$ cat src/verilog/frame_sync_params.svh
// constants of the receive frame sync machine
`ifndef FRAME_SYNC_PARAMS_SVH
`define FRAME_SYNC_PARAMS_SVH

// reference clock rate in kHz (250 MHz)
`define REF_CLK_KHZ      32'd250000

// nominal pending deactivation times in milliseconds, per line rate
`define DEACT_MS_272     32'd6000
`define DEACT_MS_400     32'd4000
`define DEACT_MS_528     32'd3000
`define DEACT_MS_784     32'd2000

// line rate select codes
`define RATE_272         2'h0
`define RATE_400         2'h1
`define RATE_528         2'h2
`define RATE_784         2'h3

// timer counter width
`define TIMER_W          32

`endif

$ cat src/verilog/frame_sync_pkg.sv
// types of the receive frame sync machine
package frame_sync_pkg;

    typedef enum logic [3:0] {
        SYNC_OUT_INIT,
        SYNC_ACQ_ONE,
        SYNC_LOCKED,
        SYNC_MISS_1,
        SYNC_MISS_2,
        SYNC_MISS_3,
        SYNC_MISS_4,
        SYNC_MISS_5,
        SYNC_LOST,
        SYNC_RECOVER_SAME,
        SYNC_RECOVER_SHIFT
    } sync_state_t;

    typedef enum logic [1:0] {
        ACT_INACTIVE,
        ACT_ACTIVATING,
        ACT_ACTIVE,
        ACT_PENDING
    } act_state_t;

    typedef struct packed {
        sync_state_t st;
        act_state_t  act;
        logic        in_sync;
        logic        timer_start;
        logic        timer_stop;
    } fsm_t;

    typedef struct packed {
        logic        run;
        logic [31:0] cnt;
        logic        expired;
    } timer_t;

endpackage
$ cat src/verilog/deact_timer.sv
// pending deactivation timer with per-rate duration
`timescale 1ns/1ns
`default_nettype none
`include "frame_sync_params.svh"

module deact_timer
    import frame_sync_pkg::*;
#(
    parameter logic [31:0] CYC_272 = `DEACT_MS_272 * `REF_CLK_KHZ,
    parameter logic [31:0] CYC_400 = `DEACT_MS_400 * `REF_CLK_KHZ,
    parameter logic [31:0] CYC_528 = `DEACT_MS_528 * `REF_CLK_KHZ,
    parameter logic [31:0] CYC_784 = `DEACT_MS_784 * `REF_CLK_KHZ
)
(
    // clock and reset
    input  wire logic       ref_clk,
    input  wire logic       rstn,
    // control
    input  wire logic       start,
    input  wire logic       stop,
    input  wire logic [1:0] rate_sel,
    // status
    output logic            expired
);

    timer_t tm_reg;
    timer_t tm_next;
    logic [31:0] limit;

    always_comb
    begin
        unique case (rate_sel)
            `RATE_272: limit = CYC_272;
            `RATE_400: limit = CYC_400;
            `RATE_528: limit = CYC_528;
            `RATE_784: limit = CYC_784;
        endcase
    end

    always_comb
    begin
        tm_next = tm_reg;
        tm_next.expired = 1'b0;
        if (start)
        begin
            tm_next.run = 1'b1;
            tm_next.cnt = '0;
        end
        else if (stop)
        begin
            tm_next.run = 1'b0;
        end
        else if (tm_reg.run)
        begin
            if (tm_reg.cnt >= limit - 32'd1)
            begin
                tm_next.run     = 1'b0;
                tm_next.expired = 1'b1;
            end
            else
            begin
                tm_next.cnt = tm_reg.cnt + 32'd1;
            end
        end
    end

    always_ff @(posedge ref_clk or negedge rstn)
    begin
        if (!rstn)
            tm_reg <= '0;
        else
            tm_reg <= tm_next;
    end

    assign expired = tm_reg.expired;

endmodule
`default_nettype wire

$ cat src/verilog/frame_sync_fsm.sv
// receive frame synchronization state machine
`timescale 1ns/1ns
`default_nettype none
`include "frame_sync_params.svh"

// What this block does
// - State advances only on a received frame boundary, one compare per frame, except the drop from pending deactivation to initial.
// - Identical behaviour in master and slave role; no role input.
// - From initial state, two consecutive matches via an intermediate state declare in-sync.
// - Six consecutive mismatches from in-sync pass five states then declare out-of-sync.
// - Out-of-sync returns to initial on timer expiry or loss of receive energy.
// - Recovery without alignment change: two clean frames via own state back to in-sync.
// - Recovery with alignment change: two matches via separate state back to in-sync.
// - Sync states map to inactive, activating, active and pending deactivation.
// - Deactivation timer starts on loss of sync; 6, 4, 3 or 2 s by rate.
module frame_sync_fsm
    import frame_sync_pkg::*;
#(
    parameter logic [31:0] DEACT_CYC_272 = `DEACT_MS_272 * `REF_CLK_KHZ,
    parameter logic [31:0] DEACT_CYC_400 = `DEACT_MS_400 * `REF_CLK_KHZ,
    parameter logic [31:0] DEACT_CYC_528 = `DEACT_MS_528 * `REF_CLK_KHZ,
    parameter logic [31:0] DEACT_CYC_784 = `DEACT_MS_784 * `REF_CLK_KHZ
)
(
    // clock and reset
    input  wire logic       ref_clk,
    input  wire logic       rstn,
    // framer inputs
    input  wire logic       frame_strobe,
    input  wire logic       sync_match,
    input  wire logic       frame_alignment_changed,
    input  wire logic       energy_detect,
    // configuration
    input  wire logic [1:0] rate_sel,
    // status
    output sync_state_t     sync_state,
    output act_state_t      act_state,
    output logic            in_sync,
    output logic            timer_expired
);

    fsm_t fsm_reg;
    fsm_t fsm_next;
    logic expired;

    function automatic act_state_t act_of(input sync_state_t s);
        unique case (s)
            SYNC_OUT_INIT:                          act_of = ACT_INACTIVE;
            SYNC_ACQ_ONE:                           act_of = ACT_ACTIVATING;
            SYNC_LOCKED, SYNC_MISS_1, SYNC_MISS_2,
            SYNC_MISS_3, SYNC_MISS_4, SYNC_MISS_5:  act_of = ACT_ACTIVE;
            default:                                act_of = ACT_PENDING;
        endcase
    endfunction

    function automatic logic is_pending(input sync_state_t s);
        is_pending = (s == SYNC_LOST) || (s == SYNC_RECOVER_SAME)
                  || (s == SYNC_RECOVER_SHIFT);
    endfunction

    deact_timer #(
        .CYC_272 (DEACT_CYC_272),
        .CYC_400 (DEACT_CYC_400),
        .CYC_528 (DEACT_CYC_528),
        .CYC_784 (DEACT_CYC_784)
    ) u_timer (
        .ref_clk  (ref_clk),
        .rstn     (rstn),
        .start    (fsm_reg.timer_start),
        .stop     (fsm_reg.timer_stop),
        .rate_sel (rate_sel),
        .expired  (expired)
    );

    // no role input: master and slave share this path
    always_comb
    begin
        sync_state_t s;
        s = fsm_reg.st;
        fsm_next = fsm_reg;
        fsm_next.timer_start = 1'b0;
        fsm_next.timer_stop  = 1'b0;
        if (is_pending(s) && (expired || !energy_detect))
        begin
            s = SYNC_OUT_INIT;
        end
        else if (frame_strobe)
        begin
            unique case (s)
                SYNC_OUT_INIT:
                    s = sync_match ? SYNC_ACQ_ONE : SYNC_OUT_INIT;
                SYNC_ACQ_ONE:
                    s = sync_match ? SYNC_LOCKED : SYNC_OUT_INIT;
                SYNC_LOCKED:
                    s = sync_match ? SYNC_LOCKED : SYNC_MISS_1;
                SYNC_MISS_1:
                    s = sync_match ? SYNC_LOCKED : SYNC_MISS_2;
                SYNC_MISS_2:
                    s = sync_match ? SYNC_LOCKED : SYNC_MISS_3;
                SYNC_MISS_3:
                    s = sync_match ? SYNC_LOCKED : SYNC_MISS_4;
                SYNC_MISS_4:
                    s = sync_match ? SYNC_LOCKED : SYNC_MISS_5;
                SYNC_MISS_5:
                begin
                    s = sync_match ? SYNC_LOCKED : SYNC_LOST;
                    fsm_next.timer_start = !sync_match;
                end
                SYNC_LOST:
                begin
                    if (sync_match && frame_alignment_changed)
                        s = SYNC_RECOVER_SHIFT;
                    else if (sync_match)
                        s = SYNC_RECOVER_SAME;
                end
                SYNC_RECOVER_SAME:
                    s = (sync_match && !frame_alignment_changed)
                        ? SYNC_LOCKED : SYNC_LOST;
                SYNC_RECOVER_SHIFT:
                    s = sync_match ? SYNC_LOCKED : SYNC_LOST;
                default:
                    s = SYNC_OUT_INIT;
            endcase
        end
        // leaving pending deactivation halts the timer
        if (is_pending(fsm_reg.st) && !is_pending(s))
            fsm_next.timer_stop = 1'b1;
        fsm_next.st      = s;
        fsm_next.act     = act_of(s);
        fsm_next.in_sync = (act_of(s) == ACT_ACTIVE);
    end

    always_ff @(posedge ref_clk or negedge rstn)
    begin
        if (!rstn)
            fsm_reg <= '0;
        else
            fsm_reg <= fsm_next;
    end

    logic expired_reg;
    always_ff @(posedge ref_clk or negedge rstn)
    begin
        if (!rstn)
            expired_reg <= 1'b0;
        else
            expired_reg <= expired;
    end

    assign sync_state    = fsm_reg.st;
    assign act_state     = fsm_reg.act;
    assign in_sync       = fsm_reg.in_sync;
    assign timer_expired = expired_reg;
endmodule
`default_nettype wire

$ cat config.mk
export PLATFORM = sky130hd
export DESIGN_NAME = frame_sync_fsm
export DESIGN_NICKNAME = d
export VERILOG_FILES = /design/src/verilog/frame_sync_pkg.sv /design/src/verilog/deact_timer.sv /design/src/verilog/frame_sync_fsm.sv
export VERILOG_INCLUDE_DIRS = /design/src /design/src/verilog
export SDC_FILE = /design/constraint.sdc
export NUM_CORES = 1
export LEC_CHECK = 0
export BUFFER_PORTS_ARGS = -buffer_cell sky130_fd_sc_hd__buf_4
export CORE_AREA = 2 2 76 78
export CTS_CLUSTER_DIAMETER = 40
export CTS_CLUSTER_SIZE = 30
export DETAILED_ROUTE_END_ITERATION = 7
export DIE_AREA = 0 0 78 80
export PLACE_DENSITY_LB_ADDON = 0.3
export SLEW_MARGIN = 0
export SYNTH_ARGS = -nofsm -noshare
export SYNTH_HDL_FRONTEND = slang
export SYNTH_SLANG_ARGS = --single-unit
$ cat constraint.sdc
create_clock -name ref_clk -period 3.3 [get_ports ref_clk]
set_input_delay 0.165 -clock ref_clk [delete_from_list [all_inputs] [get_ports ref_clk]]
set_output_delay 0.165 -clock ref_clk [all_outputs]
set_load 0.01 [all_outputs]
# Word level (Yosys, flattened, before mapping)
# Memories as Yosys holds them, arrays and structs flattened.
# Cells that the tools add are included.
# op_classes
add_sub_neg,2
magnitude_cmp,1
n_eq_ne,19
muxes,29
n_reduce_logical,18
# ops
cell,n
case mux 32 bit (4 select lines),1
2-to-1 mux 33 bit,2
case mux 4 bit (10 select lines),1
2-to-1 mux 34 bit,1
adder 32 x 1 -> 32 bit (second input constant),1
greater-or-equal comparator 32 bit,1
2-to-1 mux 32 bit,1
subtractor 32 x 1 -> 32 bit (second input constant),1
equality test 4 bit (second input constant),6
2-to-1 mux 4 bit,6
equality test 4 x 3 -> 1 bit (second input constant),4
2-to-1 mux 3 bit,4
2-to-1 mux 1 bit,10
equality test 4 x 2 -> 1 bit (second input constant),2
equality test 2 bit (second input constant),3
2-to-1 mux 2 bit,3
logical OR 1 bit,5
equality test 4 x 1 -> 1 bit (second input constant),1
logical AND 1 bit,4
logical NOT 1 bit,4
logical NOT 4 bit,1
AND reduction 3 bit,1
equality test 2 x 1 -> 1 bit (second input constant),1
logical NOT 2 bit,1
4 further kinds,4
# totals
reg_bits,44
romBits,32
input_bits,8
output_inout_bits,8
wordCells,80
n_memories,2
# mem_list
memory,depth,word_bits,read_ports,rd_ports_with_merged_regs,wr,line,text
(no name shown),8,2,1,0,0,frame_sync_fsm.sv:47,unique case (s)
(no name shown),8,2,1,0,0,frame_sync_fsm.sv:47,

# Longest topological paths before layout
# Gate-level depths: netlist of run 1.
# depth
depth_word,12
ltp_mapped,15

# Hierarchy
# Synthesis of run 1 repeated with hierarchy kept, for this count alone.
# hier_totals
cells_unflattened,361
area_unflattened_um2,3330.7
# by_module_without_submodules
module,instances,cells_per_inst,area_each_um2,seq_area_each_um2
deact_timer,1,292,2641.3,850.8
frame_sync_fsm,1,69,689.4,250.2

# Worst setup path after synthesis of run 1
# OpenSTA, ideal clock, no wires.
# synth_timing
path_kind,input to register
startpoint,input port rate_sel[1]
endpoint,register u_timer.tm_reg[6] (netlist name)
setup_time_ps,125
t_arrival_ps,2695
required_ps,3175
setup_slack_ps,480
stages,11
path_buffers,1
cell_sequence,inv_1 ha_1 inv_1 ha_1 a21o_1 a221o_1 a2111oi_4 o211ai_1 clkbuf_1 nor4_1 mux2_2
# synth_between
elab_chain_len,6
# synth_lines
element,line,text
from (decl),frame_sync_fsm.sv:34,"input wire logic [1:0] rate_sel,"
equality test 2 bit (tied with other cells),deact_timer.sv:32,unique case (rate_sel)
case mux 32 bit (4 select lines) (*),deact_timer.sv:32,
subtractor 32 x 1 -> 32 bit (*),deact_timer.sv:55,if (tm_reg.cnt >= limit - 32'd1)
greater-or-equal comparator 32 bit (*),deact_timer.sv:55,
!= test 2 bit (no source line) (*),n/a,
AND reduction 3 bit (no source line) (*),n/a,
to (signal assigned),deact_timer.sv:72,tm_reg <= tm_next;
to (decl),deact_timer.sv:26,timer_t tm_reg;
# Mark *: on every way between the ends. The rest lies on a longest branch, timed or not. The select of a mux whose other input is x is not followed.
# A chain may end at the register's enable or synchronous reset.

# Final worst setup path of run 1
# layout_timing
startpoint,register u_timer.tm_reg[26] (netlist name)
endpoint,register u_timer.tm_reg[19] (netlist name)
# layout_between
elab_chain_len,3
# layout_lines
element,line
greater-or-equal comparator 32 bit,deact_timer.sv:55
!= test 2 bit (no source line),n/a
AND reduction 3 bit (no source line),n/a
# Every way passes these cells.

==> results of run 1 <==
==> timing repair <==
action / in CTS / in global routing
setup buffers: 0 / 0
hold buffers: 1 / 0
endpoints found under the hold margin: 44 / 0
gates resized for setup: 0 / 0
==> kinds of logic (layout without fill, tap and decap cells) <==
kind of cell | Yosys count | count (layout) | share of synthesized area
AOI/OAI and AO/OA | 100 | 100 | 0.210
xor gates and xnor gates | 1 | 1 | 0.00282
adders and majority gates | 33 | 33 | 0.133
buffers and inverters | 32 | 49 | 0.0470
DFF | 44 | 44 | 0.354
muxes | 3 | 3 | 0.0109
and+or+nand+nor | 132 | 132 | 0.242
==> path summary, 6_finish.rpt <==
kind                                    start                  to  slack [ps]  depth (start not counted)
hold / removal                   frame_strobe          fsm_reg[1]         160                          3
setup reg to reg           u_timer.tm_reg[26]  u_timer.tm_reg[19]         370                          7
setup / recovery           u_timer.tm_reg[26]  u_timer.tm_reg[19]         370                          7
min in group asynchronous                rstn   u_timer.tm_reg[5]         400                          2
max in group asynchronous                rstn  u_timer.tm_reg[14]        2510                          2
hold reg to reg               u_timer.expired       timer_expired         390                          0
==> power by group through the flow <==
stage / clock network (mW) / logic, mW / registers, mW
2_1_floorplan: 0 / 0.306 / 0.698
3_3_place_gp: 0 / 0.447 / 0.712
3_5_place_dp: 0 / 0.467 / 0.715
4_1_cts: 0.445 / 0.469 / 0.705
5_1_grt: 0.466 / 0.534 / 0.718
6_report: 0.442 / 0.467 / 0.708
==> cell usage in the layout (no fill, tap or decap), types with 3 or more instances in the layout <==
master    count
dfrtp_1      44
buf_12        3
a21oi_1      44
nor4_1        3
buf_4        22
o31ai_1      22
o21a_1        3
a21o_1        3
and4_1        4
nand2b_1      4
or4_1        24
o21ai_0      11
nor3_1        8
ha_1         33
nand3_1      18
nor2b_1       7
and3_1        4
nand4_1      12
clkbuf_8      6
mux2_2        3
inv_1        15
nand2_1      23
nor2_1       13
and2_1        4
==> per-layer routing <==
metal	share of wire	wire, um
met5	0	0
met4	0.011	80
met3	0.044	312
met2	0.48	3460
met1	0.46	3300
==> worst reg2reg max path, stage by stage (launching register included) <==
cell       delay [ps]
dfrtp_1           460
ha_1              340
a21o_1            180
a221o_1           350
a2111oi_4         390
o21ai_1           270
or4_1             570
o221a_2           260
==> final cells by class <==
class / instances / share of cell area
Tap cell: 72 / 0.0260
Inverter: 15 / 0.0162
Multi-Input combinational cell: 269 / 0.538
Clock inverter: 2 / 0.0112
Clock buffer: 6 / 0.0238
Timing Repair Buffer: 26 / 0.0678
Sequential cell: 44 / 0.317
==> key figures, run 1 <==
Run status
  • Status: complete, no violations

Timing
  • Slew @ Worst Pin: 1110 ps
  • Maximum clock frequency: 342 MHz
  • Worst hold slack: 161 ps
  • Final period util: 0.887
  • Final TNS setup: 0 ps
  • Post-Route Skew: 8.07 ps
  • Slew Limit Fails: 0
  • Final setup violation count: 0
  • Fin. Hold Viols: 0
  • Slew headroom: 0.259
  • Tmin final: 2930 ps
  • Unrepaired setup endpoints after global routing: false
  • Final worst setup slack: 373 ps

CTS
  • Root buffer cell: clkbuf_8
  • Skew-Pair Late Insertion Delay: 300 ps
  • Num CTS Buffers: 5
  • Clock transition at path regs: 90 ps
  • CTS sink cnt: 44
  • Clock buffer depth: 2
  • TritonCTS clock tree: yes
  • H-tree Lvls: 2

Placed design
  • GP Congestion: 0.889
  • Dpl hpwl: 5050 um
  • Post-place setup slack: 99.1 ps
  • Area of placed instances: 3340 sq um
  • Placed insts: 425
  • I/O Buffers: 15

Synth
  • Distinct cells, synth: 44
  • Share of flip-flops with an asynchronous set or reset: 1.00
  • Sequential area share after synthesis: 0.354
  • Synth warn: 0
  • Synth top area share: 0.354
  • Syn_nets: 386
  • Dominant synthesized flop cell: dfrtp_1
  • Post-synth EDFFs: 0
  • Largest area contributor in the netlist: dfrtp_1
  • Syn Inst Count: 345
  • Top post-synthesis cells by count: 44 x a21oi_1, 44 x dfrtp_1, 33 x ha_1, 24 x or4_1, 23 x nand2_1
  • Synth Register Bits: 44
  • Synth Area per Inst: 9.02 sq um
  • Largest cells by area after synthesis: dfrtp_1 35%, ha_1 13%, a21oi_1 7.1%
  • Syn Std Cell Area: 3110 sq um

Global routing
  • GR Util met3: 0.0396
  • Largest net degree at the start of global routing: 45
  • Initial antenna violation count: 0
  • GRT Util Overall: 0.249
  • First-pass GRT wire length: 12,300 um
  • Met2 usage: 0.417
  • Number of global-route vias before repair: 2,683
  • Remaining Overflow, GRT: 0
  • GRT Max-Usage Layer: met2
  • Grt met1 use: 0.335

Setup path
  • CP Buf/Inv Count: 0
  • Crit-path slowest cell: or4_1
  • Crit Path Max Fanout: 7
  • CP delay by family, top: compound AO/OA/AOI/OAI gates
  • Crit-path cells: ha_1 > a21o_1 > a221o_1 > a2111oi_4 > o21ai_1 > or4_1 > o221a_2
  • Worst EP arrival: 3120 ps
  • CP max stage delay: 570 ps
  • WP data required: 3490 ps
  • Worst Setup Start Kind: flip-flop
  • Crit path kind: flip-flop to flip-flop
  • Worst Setup End Kind: flip-flop

Floorplanning
  • Die Ht: 80 um
  • Row cnt: 27
  • Ports: 16
  • Initial Util: 0.576
  • Die Width: 78 um
  • Core area: 5410 sq um
  • Die area: 6240 sq um

Power and ir drop
  • Total Power: 1.62 mW
  • Leakage: 1.48 nW
  • Psw: 554 uW
  • Internal power: 1.06 mW
  • VDD IR max: 0.415 mV
  • Power share of the sequential group: 0.438
  • Power per cell area: 466 nW/um^2
  • Sw frac: 0.343
  • Logic pwr share: 0.289
  • Clock network fraction of design power: 0.273

Detailed routing
  • Drt first pass iters: 4
  • Antenna Nets Post-Route: 0
  • Drt wl/cell: 16.5 um
  • Routed wire length: 7150 um
  • First DRT Iteration DRCs: 180
  • Vias post-DR: 2,770
  • Post-DR vias/cell: 6.38
  • Drt drc: 0

Cells and area
  • Sequential cell area: 1100 sq um
  • Max reg flops: 33
  • Post-route cell area: 3470 sq um
  • Layout cells sized above 1: 0.113
  • Layout Cells excl Fill: 434
  • Inserted Diodes: 0
  • Final Util: 0.642
  • Final #Nets: 402
  • Area Overhead vs Synth: 11.5%
  • Fill cells: 463
  • Multi-input logic area: 1860 sq um

Hold path
  • HP Class: input pin to flip-flop

Job
  • Max-cap check violation count: 0
(Power assumes the default switching activity.)
==> run 2, diff against run 1 <==
Settings changed: CORE_AREA 2 2 76 78 to 2 2 87 89, DIE_AREA 0 0 78 80 to 0 0 89 91.
==> run 2 against run 1 <==
Net effect:
- worst hold slack is essentially flat
- sequential power is essentially flat
- clock-buffer cell count shrank 1
- largest power group unchanged
- flip-flop and latch count is the same
==> key figures, run 2 (synthesized netlist as in run 1, its figures left out) <==
Global routing
  • GRT Util Overall: 0.188 (was 0.249)
  • Remaining Overflow, GRT: 0 (unchanged)
  • Number of global-route vias before repair: 2,606 (was 2,683)
  • Initial antenna violation count: 0 (unchanged)
  • Largest net degree at the start of global routing: 45 (unchanged)
  • First-pass GRT wire length: 12,200 um (was 12,300 um)

Timing
  • Maximum clock frequency: 344 MHz (was 342 MHz)
  • Unrepaired setup endpoints after global routing: false (unchanged)
  • Fin. Hold Viols: 0 (unchanged)
  • Tmin final: 2900 ps (was 2930 ps)
  • Post-Route Skew: 10.5 ps (was 8.07 ps)
  • Final TNS setup: 0 ps (unchanged)
  • Final period util: 0.880 (was 0.887)
  • Slew @ Worst Pin: 1180 ps (was 1110 ps)
  • Slew Limit Fails: 0 (unchanged)
  • Slew headroom: 0.214 (was 0.259)
  • Final setup violation count: 0 (unchanged)

Setup path
  • Crit path kind: flip-flop to flip-flop (unchanged)
  • Worst EP arrival: 3100 ps (was 3120 ps)
  • FF-to-FF Start: u_timer.tm_reg[26] (unchanged)
  • Worst Setup Start Kind: flip-flop (unchanged)
  • Worst Setup End Kind: flip-flop (unchanged)
  • WP data required: 3500 ps (was 3490 ps)
  • Crit Path Max Fanout: 7 (unchanged)
  • Worst setup path start: u_timer.tm_reg[26] (unchanged)

Cells and area
  • Most frequent cells in the layout: 44 x a21oi_1, 44 x dfrtp_1, 33 x ha_1 (unchanged)
  • Final #Nets: 400 (was 402)
  • Inserted Diodes: 0 (unchanged)
  • Final Util: 0.481 (was 0.642)
  • Layout cells sized above 1: 0.108 (was 0.113)
  • Area Overhead vs Synth: 10.3% (was 11.5%)
  • Max reg flops: 33 (unchanged)
  • Layout Cells excl Fill: 459 (was 434)

Placed design
  • GP Congestion: 0.933 (was 0.889)
  • I/O Buffers: 15 (unchanged)
  • Dpl hpwl: 5010 um (was 5050 um)
  • Placed insts: 450 (was 425)

Detailed routing
  • Routed wire length: 7040 um (was 7150 um)
  • Vias post-DR: 2,703 (was 2,770)
  • Antenna Nets Post-Route: 0 (unchanged)
  • First DRT Iteration DRCs: 167 (was 180)
  • Drt first pass iters: 4 (unchanged)
  • Post-DR vias/cell: 5.89 (was 6.38)
  • Drt wl/cell: 15.3 um (was 16.5 um)
  • Drt drc: 0 (unchanged)

CTS
  • Skew-Pair Late Insertion Delay: 300 ps (about the same)
  • Root buffer cell: clkbuf_8 (unchanged)
  • CTS sink cnt: 44 (unchanged)
  • TritonCTS clock tree: yes (unchanged)
  • Num CTS Buffers: 5 (unchanged)
  • Clock transition at path regs: 90 ps (about the same)
  • H-tree Lvls: 2 (unchanged)
  • CTS resizes: 0 (unchanged)
  • Post CTS Setup Buffer Count: 0 (unchanged)
  • Clock buffer depth: 2 (unchanged)

Job
  • Max-cap check violation count: 0 (unchanged)

Floorplanning
  • Row cnt: 31 (was 27)
  • Core area: 7140 sq um (was 5410 sq um)
  • Die area: 8100 sq um (was 6240 sq um)
  • Die Width: 89 um (was 78 um)
  • Initial Util: 0.436 (was 0.576)
  • Die Ht: 91 um (was 80 um)
  • Ports: 16 (unchanged)

Power and ir drop
  • Leakage: 1.44 nW (was 1.48 nW)
  • Total Power: 1.52 mW (was 1.62 mW)
  • Power per cell area: 442 nW/um^2 (was 466 nW/um^2)
  • VDD IR max: 0.342 mV (was 0.415 mV)

Run status
  • Status: complete, no violations (unchanged)

Hold path
  • HP Class: input pin to flip-flop (unchanged)
  • Hold path startpoint: frame_strobe (unchanged)
run 2: per-layer routing:
layer / part of all wire / global-route usage / routed length, um
met5: 0 / 0 / 0
met4: 0.0064 / 0.0684 / 45
met3: 0.031 / 0.0291 / 220
met2: 0.47 / 0.284 / 3300
met1: 0.49 / 0.272 / 3470
run 2: power breakdown:
group | switching (mW) | internal [mW]
sequential | 0.0968 | 0.613
clock | 0.196 | 0.150
combinational | 0.261 | 0.201
run 2: final timing paths:
kind,end,slack [ps],depth (start not counted)
setup / recovery,u_timer.tm_reg[19],400,7
hold / removal,fsm_reg[1],160,3
setup reg to reg,u_timer.tm_reg[19],400,7
hold reg to reg,timer_expired,390,0
max in group asynchronous,timer_expired,2500,2
min in group asynchronous,u_timer.tm_reg[3],410,2
run 2: area by class of cell:
| type | instances | area [sq um] |
|---|---|---|
| clock buffers | 5 | 68.8 |
| clock inverters | 3 | 23.8 |
| fillers | 709 | 3700 |
| inverters | 15 | 56.3 |
| multi-input cells | 269 | 1860 |
| flip-flops and latches | 44 | 1100 |
| well taps | 99 | 124 |
| repair buffers | 24 | 195 |
run 2: stage by stage:
step	setup WS (ps)	hold slack, ps	cell area, sq um
finish	396	161	3430
global route	185	159	3430
CTS	391	141	3430
detailed placement	105	212	3330
global placement	168	204	3330
floorplan	480	-131	3110
run 2: critical path: stages (launching register included):
cell and delay (ps):
dfrtp_1 460, ha_1 340, a21o_1 180, a221o_1 350, a2111oi_4 400, o21ai_1 250
or4_1 560, o221a_2 260
run 2: repair_timing:
item / 4_1_cts / 5_1_grt
hold buffers: 1 / 0
endpoints found under the setup margin: 0 / 0
hold endpoints to repair: 44 / 0
